**config.mk**
```make
export PLATFORM = sky130hd
export DESIGN_NAME = atsw_cmd_core
export DESIGN_NICKNAME = d
export VERILOG_FILES = /design/src/core/atsw_pkg.sv /design/src/core/atsw_media_timer.sv /design/src/core/atsw_cmd_core.sv
export VERILOG_INCLUDE_DIRS = /design/src /design/src/core
export SDC_FILE = /design/constraint.sdc
export NUM_CORES = 1
export LEC_CHECK = 0
export BUFFER_PORTS_ARGS = -buffer_cell sky130_fd_sc_hd__buf_2
export CAP_MARGIN = 30
export CORE_MARGIN = 2
export CORE_UTILIZATION = 59
export CTS_CLUSTER_DIAMETER = 150
export DETAILED_ROUTE_END_ITERATION = 10
export PLACE_DENSITY_LB_ADDON = 0.08
export RECOVER_POWER = 25
export SETUP_SLACK_MARGIN = 0.2
export SYNTH_ARGS = -nofsm -noshare
export SYNTH_HDL_FRONTEND = slang
export SYNTH_SLANG_ARGS = --single-unit
export TNS_END_PERCENT = 20
```
**constraint.sdc**
```tcl
create_clock -name clock_in -period 3.31 [get_ports clock_in]
set_input_delay 0.662 -clock clock_in [delete_from_list [all_inputs] [get_ports clock_in]]
set_output_delay 0.662 -clock clock_in [all_outputs]
set_load 0.01 [all_outputs]
```
**src/core/atsw_params.svh**
```systemverilog
// Purpose: constants for the sector-write and smart command interpreter
// Assumes: 100 MHz clock, register port with one-cycle read latency
// Notes:   offsets are word indices on the plain register port
`ifndef ATSW_PARAMS_SVH
`define ATSW_PARAMS_SVH

`define ATSW_OFS_DATA        4'h0
`define ATSW_OFS_FEATURE     4'h1
`define ATSW_OFS_SECCNT      4'h2
`define ATSW_OFS_SECNUM      4'h3
`define ATSW_OFS_CYL_LO      4'h4
`define ATSW_OFS_CYL_HI      4'h5
`define ATSW_OFS_DRVHEAD     4'h6
`define ATSW_OFS_CMD_STAT    4'h7
`define ATSW_OFS_IRQ_STAT    4'h8
`define ATSW_OFS_IRQ_MASK    4'h9
`define ATSW_OFS_ERROR       4'ha
`define ATSW_OFS_SMART_CFG   4'hb

`define ATSW_CMD_WRITE       8'h30
`define ATSW_CMD_WRITE_NOER  8'h38
`define ATSW_CMD_SMART       8'hb0

`define ATSW_FEAT_RD_DATA    8'hd0
`define ATSW_FEAT_RD_THR     8'hd1
`define ATSW_FEAT_AUTOSAVE   8'hd2
`define ATSW_FEAT_SAVE_ATTR  8'hd3
`define ATSW_FEAT_OFFLINE    8'hd4
`define ATSW_FEAT_ENABLE     8'hd8
`define ATSW_FEAT_DISABLE    8'hd9
`define ATSW_FEAT_STATUS     8'hda

`define ATSW_SIG_BAD_LO      8'hf4
`define ATSW_SIG_BAD_HI      8'h2c
`define ATSW_SIG_OK_LO       8'h4f
`define ATSW_SIG_OK_HI       8'hc2

`define ATSW_STAT_BSY        7
`define ATSW_STAT_DRDY       6
`define ATSW_STAT_DRQ        3
`define ATSW_STAT_ERR        0
`define ATSW_ERR_ABRT        2
`define ATSW_ERR_IDNF        4

`define ATSW_DH_FIXED7       7
`define ATSW_DH_LBA          6
`define ATSW_DH_FIXED5       5
`define ATSW_DH_DRV          4

`define ATSW_IRQ_CMD         0
`define ATSW_IRQ_DRQ         1
`define ATSW_IRQ_ERR         2

`define ATSW_WORDS_PER_SEC   8'hff
`define ATSW_SEC_256         9'h100

`define ATSW_ERASE_NS        200
`define ATSW_PROG_NS         300
`define ATSW_ERASE_CYC       ((`ATSW_ERASE_NS + 9) / 10)
`define ATSW_PROG_CYC        ((`ATSW_PROG_NS + 9) / 10)

`endif

```
**src/core/atsw_pkg.sv**
```systemverilog
// Purpose: types for the sector-write and smart command interpreter
// Assumes: constants come from atsw_params.svh
// Notes:   none
package atsw_pkg;
	typedef enum logic [2:0] {
		ATSW_IDLE,
		ATSW_SETUP,
		ATSW_XFER,
		ATSW_ERASE,
		ATSW_PROG,
		ATSW_DONE
	} atsw_state_e;
	typedef logic [7:0] atsw_byte_t;
endpackage : atsw_pkg

```
**src/core/atsw_media_timer.sv**
```systemverilog
// Purpose: busy timer modelling erase and program time of one sector
// Assumes: start is a single-cycle pulse while idle
// Notes:   done pulses one cycle when the count expires
`timescale 1ns/1ps
`include "atsw_params.svh"
module atsw_media_timer (
	// clock and reset
	input  wire logic        clock_in,
	input  wire logic        rstn_in,
	// control
	input  wire logic        start_in,
	input  wire logic [7:0]  cycles_in,
	output logic             done_out
);
	logic [7:0] cnt_q;
	logic       run_q;

	always_ff @(posedge clock_in) begin
		if (!rstn_in) begin
			cnt_q    <= 8'h00;
			run_q    <= 1'b0;
			done_out <= 1'b0;
		end else begin
			done_out <= 1'b0;
			if (start_in) begin
				cnt_q <= cycles_in;
				run_q <= 1'b1;
			end else if (run_q) begin
				if (cnt_q <= 8'h01) begin
					run_q    <= 1'b0;
					done_out <= 1'b1;
				end
				cnt_q <= cnt_q - 8'h01;
			end
		end
	end
endmodule : atsw_media_timer

```
**src/core/atsw_cmd_core.sv**
```systemverilog
// Purpose: task-file command interpreter for sector writes and smart operations
// Assumes: host polls status or waits for the interrupt; register port as specified
// Notes:   media is modelled by a timer; erase state per sector kept by the host side
//
// Contract
// sector count 1..256 per write; zero means 256 sectors
// write 30h starts at sector number, cylinder and head in task file
// on accept set busy, then raise data request and drop busy
// no interrupt before the first sector data transfer
// host moves no data until busy seen low after command
// between sectors busy with no request, then request plus interrupt
// after last sector busy until done, then drop busy and interrupt
// on error stop at failing sector, keep its address in task file
// 38h uses the same protocol but skips the implied erase
// no-erase write on a sector not pre-erased falls back to normal write
// host should erase sectors before the no-erase write
// feature value selects smart sub-operation d0h..dah
// unsupported smart feature values are aborted
// smart enable and disable gate access to smart operations
// smart enable setting survives power cycling
// return status with spares below threshold gives f4h and 2ch
// return status with no threshold exceeded gives 4fh and c2h
// drive/head: bits 7 and 5 fixed one, bit 6 lba, bit 4 drive, 3..0 head
// each sector is 512 bytes as 16-bit words while request is set
//
// The address-and-strobe port and the placing of the registers were left to the implementer.
`timescale 1ns/1ps
`include "atsw_params.svh"
module atsw_cmd_core (
	// clock and reset
	input  wire logic               clock_in,
	input  wire logic               rstn_in,
	// register port
	input  wire logic [3:0]         reg_addr_in,
	input  wire logic [15:0]        reg_wdata_in,
	input  wire logic               reg_wr_in,
	input  wire logic               reg_rd_in,
	output logic [15:0]             reg_rdata_out,
	// media status
	input  wire logic               media_fail_in,
	input  wire logic               sector_erased_in,
	input  wire logic               spares_low_in,
	// nonvolatile smart setting
	input  wire logic               nv_smart_en_in,
	output logic                    nv_smart_wr_out,
	output logic                    nv_smart_val_out,
	// sector data toward media
	output logic [15:0]             media_word_out,
	output logic                    media_word_vld_out,
	output logic                    media_erase_out,
	// interrupt
	output logic                    irq_out
);
	import atsw_pkg::*;

	atsw_state_e state_q, state_d;
	atsw_byte_t  feature_q, seccnt_q, secnum_q, cyl_lo_q, cyl_hi_q, drvhead_q;
	atsw_byte_t  error_q;
	logic [8:0]  remain_q;
	logic [7:0]  word_cnt_q;
	logic        bsy_q, drq_q, err_q, no_erase_q;
	logic [2:0]  irq_stat_q, irq_mask_q;
	logic        smart_en_q, nv_loaded_q;
	logic        timer_start_q;
	logic [7:0]  timer_cyc_q;
	logic        timer_done;

	function automatic logic [8:0] count_of(input atsw_byte_t cnt);
		count_of = (cnt == 8'h00) ? `ATSW_SEC_256 : {1'b0, cnt};
	endfunction : count_of

	function automatic logic feat_known(input atsw_byte_t f);
		feat_known = (f == `ATSW_FEAT_RD_DATA) || (f == `ATSW_FEAT_RD_THR)
			|| (f == `ATSW_FEAT_AUTOSAVE) || (f == `ATSW_FEAT_SAVE_ATTR)
			|| (f == `ATSW_FEAT_OFFLINE) || (f == `ATSW_FEAT_ENABLE)
			|| (f == `ATSW_FEAT_DISABLE) || (f == `ATSW_FEAT_STATUS);
	endfunction : feat_known

	// register decode
	wire wr_data    = reg_wr_in && (reg_addr_in == `ATSW_OFS_DATA);
	wire wr_feature = reg_wr_in && (reg_addr_in == `ATSW_OFS_FEATURE);
	wire wr_seccnt  = reg_wr_in && (reg_addr_in == `ATSW_OFS_SECCNT);
	wire wr_secnum  = reg_wr_in && (reg_addr_in == `ATSW_OFS_SECNUM);
	wire wr_cyl_lo  = reg_wr_in && (reg_addr_in == `ATSW_OFS_CYL_LO);
	wire wr_cyl_hi  = reg_wr_in && (reg_addr_in == `ATSW_OFS_CYL_HI);
	wire wr_drvhead = reg_wr_in && (reg_addr_in == `ATSW_OFS_DRVHEAD);
	wire wr_cmd     = reg_wr_in && (reg_addr_in == `ATSW_OFS_CMD_STAT);
	wire wr_irq_clr = reg_wr_in && (reg_addr_in == `ATSW_OFS_IRQ_STAT);
	wire wr_irq_msk = reg_wr_in && (reg_addr_in == `ATSW_OFS_IRQ_MASK);

	wire        idle       = (state_q == ATSW_IDLE);
	wire        tf_write   = idle && !bsy_q;
	wire [7:0]  cmd_code   = reg_wdata_in[7:0];
	wire        is_write   = (cmd_code == `ATSW_CMD_WRITE) || (cmd_code == `ATSW_CMD_WRITE_NOER);
	wire        is_smart   = (cmd_code == `ATSW_CMD_SMART);
	wire        start_wr   = wr_cmd && tf_write && is_write;
	wire        smart_cmd  = wr_cmd && tf_write && is_smart;
	wire        smart_bad  = !feat_known(feature_q);
	wire        smart_gate = !smart_en_q && (feature_q != `ATSW_FEAT_ENABLE);
	wire        smart_abrt = smart_cmd && (smart_bad || smart_gate);
	wire        smart_stat = smart_cmd && !smart_abrt && (feature_q == `ATSW_FEAT_STATUS);
	wire        bad_cmd    = wr_cmd && tf_write && !is_write && !is_smart;
	wire        data_take  = wr_data && drq_q && (state_q == ATSW_XFER);
	wire        last_word  = data_take && (word_cnt_q == `ATSW_WORDS_PER_SEC);
	wire        last_sec   = (remain_q == 9'h001);
	wire        erase_need = !no_erase_q || !sector_erased_in;

	wire [7:0] status_byte = {bsy_q, !bsy_q, 2'b00, drq_q, 2'b00, err_q};
	wire [7:0] drvhead_rd  = {1'b1, drvhead_q[`ATSW_DH_LBA], 1'b1,
		drvhead_q[`ATSW_DH_DRV], drvhead_q[3:0]};
	wire [8:0] next_lba_lo = {1'b0, secnum_q} + 9'h001;

	atsw_media_timer u_timer (
		.clock_in  (clock_in),
		.rstn_in   (rstn_in),
		.start_in  (timer_start_q),
		.cycles_in (timer_cyc_q),
		.done_out  (timer_done)
	);

	// sequencing of one write command
	always_comb begin
		state_d = state_q;
		case (state_q)
			ATSW_IDLE:  if (start_wr) state_d = ATSW_SETUP;
			ATSW_SETUP: state_d = ATSW_XFER;
			ATSW_XFER:  if (last_word) state_d = erase_need ? ATSW_ERASE : ATSW_PROG;
			ATSW_ERASE: if (timer_done) state_d = ATSW_PROG;
			ATSW_PROG: begin
				if (timer_done) begin
					if (media_fail_in || last_sec) state_d = ATSW_DONE;
					else state_d = ATSW_XFER;
				end
			end
			ATSW_DONE:  state_d = ATSW_IDLE;
			default:    state_d = ATSW_IDLE;
		endcase
	end

	always_ff @(posedge clock_in) begin
		if (!rstn_in) state_q <= ATSW_IDLE;
		else state_q <= state_d;
	end

	// busy, request and error flags
	always_ff @(posedge clock_in) begin
		if (!rstn_in) begin
			bsy_q <= 1'b0;
			drq_q <= 1'b0;
			err_q <= 1'b0;
			error_q <= 8'h00;
		end else begin
			if (start_wr || smart_cmd || bad_cmd) begin
				bsy_q <= 1'b1;
				err_q <= 1'b0;
				error_q <= 8'h00;
			end
			if (state_q == ATSW_SETUP) begin
				bsy_q <= 1'b0;
				drq_q <= 1'b1;
			end
			if (last_word) begin
				bsy_q <= 1'b1;
				drq_q <= 1'b0;
			end
			if (state_q == ATSW_PROG && timer_done) begin
				if (media_fail_in) begin
					err_q <= 1'b1;
					error_q[`ATSW_ERR_IDNF] <= 1'b1;
				end else if (!last_sec) begin
					bsy_q <= 1'b0;
					drq_q <= 1'b1;
				end
			end
			if (state_q == ATSW_DONE) bsy_q <= 1'b0;
			if (bsy_q && idle && !start_wr && !smart_cmd && !bad_cmd) bsy_q <= 1'b0;
			if (bad_cmd || smart_abrt) begin
				err_q <= 1'b1;
				error_q[`ATSW_ERR_ABRT] <= 1'b1;
			end
		end
	end

	// task file registers and sector address advance
	always_ff @(posedge clock_in) begin
		if (!rstn_in) begin
			feature_q <= 8'h00;
			seccnt_q  <= 8'h01;
			secnum_q  <= 8'h01;
			cyl_lo_q  <= 8'h00;
			cyl_hi_q  <= 8'h00;
			drvhead_q <= 8'ha0;
			no_erase_q <= 1'b0;
		end else begin
			if (wr_feature && tf_write) feature_q <= reg_wdata_in[7:0];
			if (wr_seccnt && tf_write)  seccnt_q  <= reg_wdata_in[7:0];
			if (wr_secnum && tf_write)  secnum_q  <= reg_wdata_in[7:0];
			if (wr_cyl_lo && tf_write)  cyl_lo_q  <= reg_wdata_in[7:0];
			if (wr_cyl_hi && tf_write)  cyl_hi_q  <= reg_wdata_in[7:0];
			if (wr_drvhead && tf_write) drvhead_q <= reg_wdata_in[7:0];
			if (start_wr) no_erase_q <= (cmd_code == `ATSW_CMD_WRITE_NOER);
			if (smart_stat) begin
				cyl_lo_q <= spares_low_in ? `ATSW_SIG_BAD_LO : `ATSW_SIG_OK_LO;
				cyl_hi_q <= spares_low_in ? `ATSW_SIG_BAD_HI : `ATSW_SIG_OK_HI;
			end
			// failing sector keeps its address; good sectors other than the last advance it
			if (state_q == ATSW_PROG && timer_done && !media_fail_in) begin
				seccnt_q <= seccnt_q - 8'h01;
				if (!last_sec) begin
					secnum_q <= next_lba_lo[7:0];
					if (next_lba_lo[8]) {cyl_hi_q, cyl_lo_q} <= {cyl_hi_q, cyl_lo_q} + 16'h0001;
				end
			end
		end
	end

	// sector and word counters, media strobes
	always_ff @(posedge clock_in) begin
		if (!rstn_in) begin
			remain_q <= 9'h000;
			word_cnt_q <= 8'h00;
			timer_start_q <= 1'b0;
			timer_cyc_q <= 8'h00;
			media_word_out <= 16'h0000;
			media_word_vld_out <= 1'b0;
			media_erase_out <= 1'b0;
		end else begin
			timer_start_q <= 1'b0;
			media_word_vld_out <= data_take;
			media_erase_out <= 1'b0;
			if (data_take) media_word_out <= reg_wdata_in;
			if (start_wr) begin
				remain_q <= count_of(seccnt_q);
				word_cnt_q <= 8'h00;
			end
			if (data_take) word_cnt_q <= word_cnt_q + 8'h01;
			if (last_word) begin
				timer_start_q <= 1'b1;
				timer_cyc_q <= erase_need ? 8'(`ATSW_ERASE_CYC) : 8'(`ATSW_PROG_CYC);
				media_erase_out <= erase_need;
			end
			if (state_q == ATSW_ERASE && timer_done) begin
				timer_start_q <= 1'b1;
				timer_cyc_q <= 8'(`ATSW_PROG_CYC);
			end
			if (state_q == ATSW_PROG && timer_done) remain_q <= remain_q - 9'h001;
		end
	end

	// smart enable, mirrored into nonvolatile storage
	always_ff @(posedge clock_in) begin
		if (!rstn_in) begin
			smart_en_q <= 1'b0;
			nv_loaded_q <= 1'b0;
			nv_smart_wr_out <= 1'b0;
			nv_smart_val_out <= 1'b0;
		end else begin
			nv_smart_wr_out <= 1'b0;
			if (!nv_loaded_q) begin
				smart_en_q <= nv_smart_en_in;
				nv_loaded_q <= 1'b1;
			end else if (smart_cmd && !smart_abrt) begin
				if (feature_q == `ATSW_FEAT_ENABLE || feature_q == `ATSW_FEAT_DISABLE) begin
					smart_en_q <= (feature_q == `ATSW_FEAT_ENABLE);
					nv_smart_wr_out <= 1'b1;
					nv_smart_val_out <= (feature_q == `ATSW_FEAT_ENABLE);
				end
			end
		end
	end

	// interrupt status: set wins over write-one-to-clear
	wire [2:0] irq_set = {
		bad_cmd || smart_abrt || (state_q == ATSW_PROG && timer_done && media_fail_in),
		state_q == ATSW_PROG && timer_done && !media_fail_in && !last_sec,
		(state_q == ATSW_DONE) || (smart_cmd && !smart_abrt)
	};

	always_ff @(posedge clock_in) begin
		if (!rstn_in) begin
			irq_stat_q <= 3'h0;
			irq_mask_q <= 3'h0;
			irq_out <= 1'b0;
		end else begin
			irq_stat_q <= (irq_stat_q & ~(wr_irq_clr ? reg_wdata_in[2:0] : 3'h0)) | irq_set;
			if (wr_irq_msk) irq_mask_q <= reg_wdata_in[2:0];
			irq_out <= |(irq_stat_q & irq_mask_q);
		end
	end

	// read data, one cycle after the strobe
	logic [15:0] rd_mux;
	always_comb begin
		case (reg_addr_in)
			`ATSW_OFS_FEATURE:   rd_mux = 16'h0000;
			`ATSW_OFS_SECCNT:    rd_mux = {8'h00, seccnt_q};
			`ATSW_OFS_SECNUM:    rd_mux = {8'h00, secnum_q};
			`ATSW_OFS_CYL_LO:    rd_mux = {8'h00, cyl_lo_q};
			`ATSW_OFS_CYL_HI:    rd_mux = {8'h00, cyl_hi_q};
			`ATSW_OFS_DRVHEAD:   rd_mux = {8'h00, drvhead_rd};
			`ATSW_OFS_CMD_STAT:  rd_mux = {8'h00, status_byte};
			`ATSW_OFS_IRQ_STAT:  rd_mux = {13'h0000, irq_stat_q};
			`ATSW_OFS_IRQ_MASK:  rd_mux = {13'h0000, irq_mask_q};
			`ATSW_OFS_ERROR:     rd_mux = {8'h00, error_q};
			`ATSW_OFS_SMART_CFG: rd_mux = {15'h0000, smart_en_q};
			default:             rd_mux = 16'h0000;
		endcase
	end

	always_ff @(posedge clock_in) begin
		if (!rstn_in) reg_rdata_out <= 16'h0000;
		else if (reg_rd_in) reg_rdata_out <= rd_mux;
		else reg_rdata_out <= 16'h0000;
	end
endmodule : atsw_cmd_core

```
==> results of run 1 <==
[cells in the mapped netlist (4+ instances only)]
cell	count
o21a_1	5
nor4_1	11
nand2b_1	7
buf_2	4
o22ai_1	5
and3_1	12
dfxtp_1	122
a21oi_1	54
nor3_1	17
a2111oi_0	4
nand4_1	10
nor3b_1	5
nand2_1	104
a222oi_1	6
inv_1	21
xor2_1	10
nor2b_1	5
buf_4	10
or3_1	5
o21ai_0	27
a31oi_1	11
xnor2_1	12
clkbuf_1	35
and4_1	4
a211o_1	6
a22oi_1	6
nand3_1	30
o211ai_1	10
mux2i_1	38
and2_1	4
a22o_1	4
buf_1	4
nor2_1	87
a221oi_1	8
ha_1	12
[how the worst max path moves through the flow]
stage,to,slack [ns],depth (start not counted)
finish,cyl_hi_q[6],0.64,7
global route,cyl_hi_q[6],0.45,7
CTS,cyl_hi_q[1],0.66,7
detailed placement,secnum_q[7],0.43,10
global placement,secnum_q[6],0.53,10
floorplan,cyl_lo_q[3],0.77,11
[metal layers]
metal / part of all wire, % / track usage (%) / up-vias / wire length [um]
met5: 0 / 0 / - / 0
met1: 42 / 41.79 / 2808 / 7332
met3: 9.4 / 7.446 / 37 / 1636
met2: 46 / 49.91 / 309 / 8076
met4: 2.0 / 11.97 / 0 / 344
li1: - / - / 2844 / -
[through the flow]
stage | total power, mW | cells | util [%] | hold WS, ns | setup slack [ns]
2_1_floorplan | 1.635 | 776 | - | 0.4362 | 0.7681
3_3_place_gp | 1.688 | 927 | 64.15 | 0.4400 | 0.5302
3_5_place_dp | 1.691 | 927 | 64.15 | 0.4471 | 0.4332
4_1_cts | 3.466 | 959 | 69.70 | 0.3561 | 0.6620
5_1_grt | 3.547 | 959 | 69.32 | 0.3760 | 0.4473
6_report | 3.441 | 959 | 69.32 | 0.3750 | 0.6411
[state kept, by name, indices dropped and copies added, names as in the netlist, 6 cells and up]
name and cells:
cyl_hi_q 8, cyl_lo_q 8, drvhead_q 6, feature_q 8, media_word_out 16, reg_rdata_out 8
remain_q 9, seccnt_q 8, secnum_q 8, u_timer.cnt_q 8, word_cnt_q 8
[layout make-up]
cell class                      instances  share of cell area (%)
Multi-Input combinational cell        579                   49.65
Inverter                               21                   1.101
Clock buffer                           25                   6.766
Clock inverter                          7                   1.241
Timing Repair Buffer                   69                   4.738
Tap cell                              136                   2.378
Sequential cell                       122                   34.13
[report_power, final]
group | total [mW] | internal, mW | switching [mW]
sequential | 1.50 | 1.48 | 0.0143
clock | 1.78 | 1.15 | 0.630
combinational | 0.169 | 0.0521 | 0.117
[worst max-delay path, stage by stage (launching register included)]
cell and delay [ns]:
dfxtp_1 0.66, nand4bb_1 0.40, a211oi_2 0.27, buf_4 0.21, nand4_1 0.28, o211ai_2 0.33
nor2_1 0.11, a211o_1 0.29
[kinds of logic after synthesis]
family | count (synthesis)
xor gates and xnor gates | 22
buffers and inverters | 75
other | 1
DFF | 122
AOI/OAI and AO/OA | 174
muxes | 41
adders and majority gates | 12
and+or+nand+nor | 322
==> run metrics, run 1 <==
WS Path Type=register to register; Synth Area in Compound Gates=18.56%; status=finished clean; largest net degree at the start of global routing=32; Reg-to-Reg Start=state_q[2]; die width=107.3 um; post-synthesis mux area share=6.757%; synth unique cells=74; number of DRC markers in iteration 0=625; FF+latch count, synth=122; xor and xnor fraction of the mapped netlist area=3.060%; post-synth top area cell=dfxtp_1; most common cell after layout, fill and taps aside=dfxtp_1; worst path required time=3.72 ns; Post-Synth Simple-Gate Area=25.12%; Reg2Reg Depth=7; routability congestion estimate=0.9786; multi-input logic area=0.003553 sq mm; CP Launch Type=register; gr usage total=31.54%; drt drc=0; Core ar.=0.01032 sq mm; fin crit share=80.63%; final setup skew=0.009183 ns; hold_buf cts=0; Worst-Margin Slew=1.484 ns; Max-slew headroom=1.035%; peak supply drop=0.4015 mV; PD cells=480.8 mW/mm^2; number of fill cells=879; average wire per cell in the routed design=18.13 um; Top FF cell, synth=dfxtp_1; worst hold endpoint=media_word_out[14]; Synth Area in Adders=2.385%; CTS Root Cell=clkbuf_8; syn_area_per_cell=8.187 sq um; vias post-DR=5,998; H-Tree Depth=4; drt first pass iters=5; f_max=374.7 MHz; post-DR vias/cell=6.254; # resized after CTS=0; Antenna Nets Post-Route=0; port buffer count=56; unrepaired setup endpoints after global routing=no; worst hold path startpoint=reg_wdata_in[14]; ratio of cells with drive above 1 in the final layout=11.06%; largest family of logic cells by synthesized area=simple AND/OR/NAND/NOR gates; final WL=17.39 mm; reg-to-reg endpoint=cyl_hi_q[6]; Synth top area share=38.79%; top cells by area, synth=dfxtp_1, nand2_1, mux2i_1; critical path arrival=3.08 ns; CTS tree=yes; max_cap viols=0; commonest non-fill, non-tap cells in the layout=dfxtp_1, nand2_1, nor2_1, a21oi_1, mux2i_1; Max Transition Viols Final=0; # clock sinks=122; CTS clk-pin slew, worst paths=0.06 ns; post-route minimum period=2.669 ns; area added between synthesis and finish=13.67%; post-detail-place hpwl=12.12 mm; CTS Buffer Depth=2; Fin. Hold Viols=0; Antenna Cells=0; sequential fraction of the synthesis area=38.79%; Hold Crit Class=primary input to register; crit end category=register; vias in the first global route=5,597; Seq. cell area=0.002442 sq mm; global-route wire length before repair=28.19 mm; DP Area=0.006623 sq mm; Layout Nets=850; CTS Buf Count=17; Clock Latency Late Sink=0.52 ns; number of flops mapped to enable cells by yosys=0; leakage dissipation=2.708 nW; Post-CTS Setup Inserts=0; R2R Setup Slk=0.64 ns; Final setup violation count=0; Design Area, Final=0.007157 sq mm; die height=107.3 um; Post-synth ARST share=0%; crit-path max FO=15; GR Overflow Total=0; post-route setup TNS=0 ns; crit path from=state_q[2]; row count=37; Synth Cell Area=0.006296 sq mm; Gate Count Post-Synth=769; YS warnings=0; initial antenna violation count=0; die area=0.01151 sq mm; I/O pin count=65; initial core utilization=60.99%; hold path cells=3
No activity file was read; power rests on OpenSTA's default activity.
==> run 2, diff against run 1 <==
- CORE_UTILIZATION: 59 -> 53
- clock period: 3.31 -> 2.14 ns (I/O delays scaled with it)
==> run 2 against run 1 <==
Net effect:
- the run now ends with design-rule violations left
- design area rose by 10%
- sequential power rose by 54%
- first-iteration DRC count fell by 6.2%
- combinational power rose by 86%
- critical path depth fell by 1
- critical path type unchanged
- critical endpoint is now cyl_lo_q[1]
- largest cell class unchanged
- highest routed layer unchanged
==> run metrics, run 2 (same netlist as run 1, synthesis figures left out) <==
post-route setup TNS=0 ns (unchanged); area added between synthesis and finish=25.00%; drt drc=3 (+3); most common cell after layout, fill and taps aside=dfxtp_1; vias in the first global route=5,954 (+6.4%); post-detail-place hpwl=13.22 mm (+9.1%); Worst-Margin Slew=1.013 ns (-0.4711 ns); crit end category=register; worst path required time=2.45 ns (-1.27 ns); met3 Usage GRT=5.678% (-1.8 points); CTS clk-pin slew, worst paths=0.06 ns (about the same); max reg flops=16 (unchanged); Layout Nets=909 (+6.9%); I/O pin count=65 (unchanged); average wire per cell in the routed design=18.11 um (-0.11%); met1 usage=39.43% (-2.4 points); critical path arrival=2.36 ns (-0.72 ns); hold_buf cts=0 (unchanged); port buffer count=56 (unchanged); GR Overflow Total=0 (unchanged); unrepaired setup endpoints after global routing=yes; Core ar.=0.01152 sq mm (+12%); Clock Latency Late Sink=0.42 ns (-0.10 ns); Final setup violation count=0 (unchanged); leakage dissipation=3.027 nW (+12%); Worst Path Buf+Inv=1 (unchanged); initial core utilization=54.67% (-6.3 points); Design Area, Final=0.007870 sq mm (+10%); failing checks=design-rule violations; total chip power=5.703 mW (+66%); H-Tree Depth=4 (unchanged); row count=39 (+5.4%); die width=113.0 um (+5.3%); Worst path slowest cell=dfxtp_1; CP Launch Type=register; die area=0.01277 sq mm (+11%); routability congestion estimate=0.9320 (-4.8%); GRT Max-Usage Layer=met2; critical path cell sequence=nand4bb_1, a211oi_4, and4_4, nor4b_4, buf_4, a211o_1; final setup skew=0.01089 ns (+0.001708 ns); post-DR vias/cell=5.993 (-4.2%); PD cells=724.6 mW/mm^2 (+51%); Top delay family on crit path=simple AND/OR/NAND/NOR gates; number of DRC markers in iteration 0=586 (-6.2%); max_cap viols=0 (unchanged); commonest non-fill, non-tap cells in the layout=dfxtp_1, nand2_1, nor2_1, buf_4, a21oi_1; post-route minimum period=2.050 ns (-0.6192 ns); CTS tree=yes; global-route wire length before repair=30.05 mm (+6.6%); Top reg by flops=media_word_out; Max-slew headroom=32.37% (+31 points); dpl ws=-0.2739 ns (-0.7071 ns); Fin. Hold Viols=0 (unchanged); DP Area=0.007149 sq mm (+8.0%); peak supply drop=0.6080 mV (+51%); Antenna Nets Post-Route=0 (unchanged); CTS Buffer Depth=2 (unchanged); Max Transition Viols Final=0 (unchanged); initial antenna violation count=0 (unchanged); vias post-DR=6,143 (+2.4%); final WL=18.57 mm (+6.8%); fin crit share=95.78% (+15 points); f_max=487.9 MHz (+30%); PnR worst setup slack=0.09031 ns (-0.5508 ns); GR Util met2=48.76% (-1.2 points); drt first pass iters=11 (+6); Final Non-Filler Cells=1,025 (+6.9%); # clock sinks=122 (unchanged); CTS Buf Count=17 (unchanged); gr usage total=29.79% (-1.7 points); crit-path max FO=6 (-9); Antenna Cells=0 (unchanged); CTS Root Cell=clkbuf_16; Critical Path Max Stage Delay=0.36 ns (-0.30 ns); Largest regs=media_word_out: 16 flops, remain_q: 9 flops; status=finished, violations left; largest net degree at the start of global routing=30 (-6.3%); die height=113.0 um (+5.3%); ratio of cells with drive above 1 in the final layout=19.16% (+8.1 points); placed insts=988 (+6.6%); WS Path Type=register to register; Hold Crit Class=primary input to register
==> run 2: changes by cell type in the layout (fill, tap and decap cells not counted), sizes merged <==
cell and delta:
bufinv +2, buf +53, nor2 +1, inv +2, clkinvlp +2, clkbuf -1
==> run 2: path summary, 6_finish.rpt <==
| kind | slack [ns] | from | end | cells after the start |
|---|---|---|---|---|
| max | 0.09 | state_q[1] | cyl_lo_q[1] | 6 |
| min reg2reg | 0.46 | media_word_out[8] | media_word_out[8] | 2 |
| max reg2reg | 0.09 | state_q[1] | cyl_lo_q[1] | 6 |
| min | 0.24 | reg_wdata_in[11] | media_word_out[11] | 3 |
==> run 2: layout make-up <==
| type | instances | area [sq um] |
|---|---|---|
| tap | 143 | 178.9 |
| inverter | 21 | 91.34 |
| fill | 993 | 3646 |
| timing repair buffer | 127 | 835.8 |
| clock inverter | 13 | 192.7 |
| multi-input combinational | 580 | 3681 |
| sequential | 122 | 2447 |
| clock buffer | 19 | 442.9 |
==> run 2: metal layers <==
metal	vias up	wire, um	share of wire, %
li1	2956	-	-
met1	2889	8217	44
met2	260	8703	47
met3	38	1261	6.8
met4	0	384	2.1
met5	-	0	0
==> run 2: metrics by stage <==
stage               hold WS [ns]  utilization, %
floorplan                 0.4362               -
CTS                       0.2392           68.24
detailed placement        0.4458           62.08
global route              0.2468           68.34
global placement          0.4406           62.08
finish                    0.2437           68.34
==> run 2: worst register-to-register path: cells and delay by family, from the launching register on <==
kind / cells / cell delay, ns
and+or+nand+nor: 3 / 0.77
buffers and inverters: 1 / 0.20
DFF: 1 / 0.36
AOI/OAI and AO/OA: 2 / 0.61
==> run 2: power breakdown <==
| group | internal, mW | switching [mW] |
|---|---|---|
| clock network | 1.99 | 1.09 |
| logic | 0.114 | 0.199 |
| registers | 2.29 | 0.0212 |
| total | 4.39 | 1.31 |
==> run 2: what timing repair did <==
action | in CTS | in global routing
setup endpoints to repair | 45 | 58
gates cloned | 0 | 1
setup buffers | 3 | 1
resized for setup | 15 | 10
pin swaps | 8 | 0
==> run 3, diff against run 2 <==
- ABC_AREA: not set -> 1
- BUFFER_PORTS_ARGS: -buffer_cell sky130_fd_sc_hd__buf_2 -> not set
- CORE_UTILIZATION: 53 -> 58
- DONT_BUFFER_PORTS: not set -> 1
- REMOVE_ABC_BUFFERS: not set -> 1
==> run 3 against run 2 <==
Net effect:
- final cell count grew 8.4%
- clock power shrank 7.8%
- total power grew 1.7%
- critical path depth grew 2
- the run now ends clean
- critical path type unchanged
- global-route usage grew 3.6 points
- setup slack gained 0.21 ns
- sequential power grew 4%
- sequential cell count is the same
- combinational power grew 81%
- core utilization shrank 0.60 points
==> run metrics, run 3 <==
YS warnings=0 (unchanged); Synth Cell Area=0.006442 sq mm (+2.3%); Reg2Reg Depth=8 (+2); initial core utilization=59.43% (+4.8 points); FF+latch count, synth=122 (unchanged); f_max=543.1 MHz (+11%); max reg flops=16 (unchanged); multi-input logic area=0.003431 sq mm (-6.8%); vias in the first global route=6,181 (+3.8%); CTS Buffer Depth=2 (unchanged); Top delay family on crit path=simple AND/OR/NAND/NOR gates; Post-synth top cells=nand2_1, dfxtp_1, inv_1; critical path cell sequence=ha_1, nand2_1, nor2_1, nand4_1, o21ai_1, nand3_1, o21ai_0, a21oi_1; dpl ws=0.1555 ns (+0.4295 ns); top cells by area, synth=dfxtp_1, nand2_1, a21oi_1; Critical Path Max Stage Delay=0.38 ns (+0.02 ns); final setup skew=0.006099 ns (-0.004792 ns); Post-Synth Simple-Gate Area=25.99% (+0.87 points); post-detail-place hpwl=13.81 mm (+4.4%); CTS Buf Count=17 (unchanged); Reg-to-Reg Start=word_cnt_q[0]; Hold Crit Class=primary input to register; crit path from=word_cnt_q[0]; die height=109.4 um (-3.2%); largest family of logic cells by synthesized area=simple AND/OR/NAND/NOR gates; reg-to-reg endpoint=state_q[1]; number of DRC markers in iteration 0=591 (+0.85%); WS Path Type=register to register; largest net degree at the start of global routing=54 (+80%); ratio of cells with drive above 1 in the final layout=9.681% (-9.5 points); Worst Path Buf+Inv=0 (-1); sequential fraction of the synthesis area=37.91% (-0.88 points); commonest non-fill, non-tap cells in the layout=nand2_1, dfxtp_1, inv_1, nor2_1, a21oi_1; initial antenna violation count=0 (unchanged); number of fill cells=942 (-5.1%); internal power component=4.318 mW (-1.7%); global-route wire length before repair=30.25 mm (+0.67%); Worst-Margin Slew=0.6362 ns (-0.3772 ns); Synth Area in Compound Gates=20.18% (+1.6 points); CP Capture Point=state_q[1]; Gate power share=9.8% (+4.3 points); switching power=1.483 mW (+13%); worst path required time=2.56 ns (+0.11 ns); leakage dissipation=3.057 nW (+1.0%); average wire per cell in the routed design=17.64 um (-2.6%); number of flops mapped to enable cells by yosys=0 (unchanged); GR Overflow Total=0 (unchanged); port buffer count=0 (-100%); post-route setup TNS=0 ns (unchanged); area added between synthesis and finish=13.98%; post-synth top area cell=dfxtp_1; row count=38 (-2.6%); max_cap viols=0 (unchanged); Fin. Hold Viols=0 (unchanged); post-route minimum period=1.841 ns (-0.2083 ns); I/O pin count=65 (unchanged); die width=109.4 um (-3.2%); post-DR vias/cell=5.922 (-1.2%); Final setup violation count=0 (unchanged); crit end category=register; Antenna Nets Post-Route=0 (unchanged); routability congestion estimate=1.020 (+9.4%); Largest regs=media_word_out: 16 flops, remain_q: 9 flops; die area=0.01197 sq mm (-6.3%); top-count cell post-synth=nand2_1; Core ar.=0.01084 sq mm (-5.9%); Max Transition Viols Final=0 (unchanged); peak supply drop=0.7896 mV (+30%); R2R Setup Slk=0.30 ns (+0.21 ns); Antenna Cells=0 (unchanged); CTS Root Cell=clkbuf_8; # clock sinks=122 (unchanged); Layout Nets=1,000 (+10%); unrepaired setup endpoints after global routing=yes; Sw Ratio=25.57% (+2.6 points); critical path arrival=2.26 ns (-0.10 ns); post-synthesis mux area share=0.1748% (-6.6 points); Clock Latency Late Sink=0.54 ns (+0.12 ns); syn_area_per_cell=6.890 sq um (-16%); Top reg by flops=media_word_out; crit-path max FO=6 (unchanged); vias post-DR=6,579 (+7.1%); Synth Area in Adders=2.331% (-0.054 points); Synth top area share=37.91% (-0.88 points); clock share of power=48.9% (-5.1 points); Post-synth ARST share=0% (unchanged); final WL=19.59 mm (+5.5%); H-Tree Depth=4 (unchanged); drt first pass iters=5 (-6); Stages on worst setup path=8 (+2); status=finished clean; placed insts=1,078 (+9.1%); Seq pwr share=41.3% (+0.8 points); fin crit share=86.05% (-9.7 points); most common cell after layout, fill and taps aside=nand2_1; Worst path slowest cell=dfxtp_1; drt drc=0 (-3); PD cells=790.0 mW/mm^2 (+9.0%); Seq. cell area=0.002444 sq mm (-0.15%); gr usage total=33.35% (+3.6 points); CP Launch Type=register; CTS tree=yes; Top FF cell, synth=dfxtp_1; synth unique cells=46 (-38%); Final Non-Filler Cells=1,111 (+8.4%); PnR worst setup slack=0.2986 ns (+0.2083 ns); CTS clk-pin slew, worst paths=0.06 ns (about the same); xor and xnor fraction of the mapped netlist area=3.535% (+0.47 points); Max-slew headroom=57.45% (+25 points); Gate Count Post-Synth=935 (+22%)
[run 3: layout make-up]
cell class                 count  area share [%]
tap                          140           2.385
multi-input combinational    664           46.72
inverter                     122           6.253
timing repair buffer          33           3.493
clock buffer                  18           5.827
clock inverter                12           2.045
sequential                   122           33.28
[run 3: worst min-delay path by stage]
stage	startpoint	cells after the start	slack [ns]	end
3_3_place_gp	error_q[4]	2	0.45	error_q[4]
5_1_grt	rstn_in	2	0.009	irq_out
3_5_place_dp	timer_cyc_q[3]	2	0.46	timer_cyc_q[3]
2_1_floorplan	timer_cyc_q[3]	2	0.44	timer_cyc_q[3]
4_1_cts	rstn_in	1	0.002	seccnt_q[0]
6_report	rstn_in	2	0.03	media_word_out[1]
[run 3: power by group through the flow]
stage	logic, mW	clock network (mW)	registers, mW
3_5_place_dp	0.528	0	2.44
6_report	0.567	2.84	2.40
4_1_cts	0.538	2.86	2.39
3_3_place_gp	0.512	0	2.44
5_1_grt	0.634	2.95	2.40
2_1_floorplan	0.366	0	2.42
[run 3: what timing repair did]
item	CTS	global route
buffers inserted	0	1
endpoints found under the setup margin	0	51
hold buffers	1	1
endpoints found under the hold margin	8	1
resized for setup	0	16
[run 3: logic make-up (layout without fill, tap and decap cells)]
| kind of cell | Yosys count | in the layout |
|---|---|---|
| adder cells (fa/ha/maj) | 12 | 12 |
| AND/OR/NAND/NOR | 382 | 382 |
| other | 1 | 8 |
| buffers and inverters | 156 | 185 |
| XOR/XNOR | 26 | 26 |
| AO/OA/AOI/OAI | 235 | 235 |
| multiplexers | 1 | 1 |
| flip-flops | 122 | 122 |
[run 3: metrics by stage]
| stage | area [sq um] | utilization [%] | hold WS (ns) | power, mW |
|---|---|---|---|---|
| final | 7343 | 67.74 | 0.02617 | 5.801 |
| after global routing | 7343 | 67.74 | 0.008846 | 5.984 |
| after CTS | 7283 | 67.19 | 0.002046 | 5.789 |
| after detailed placement | 6695 | 61.76 | 0.4555 | 2.966 |
| after global placement | 6695 | 61.76 | 0.4512 | 2.948 |
| after floorplan | 6295 | - | 0.4392 | 2.788 |
[run 3: routing by layer]
layer | GRT usage (%) | share of wire [%]
met1 | 38.79 | 40
met5 | 0 | 0
met4 | 16.00 | 3.9
met3 | 10.79 | 8.8
met2 | 55.38 | 47
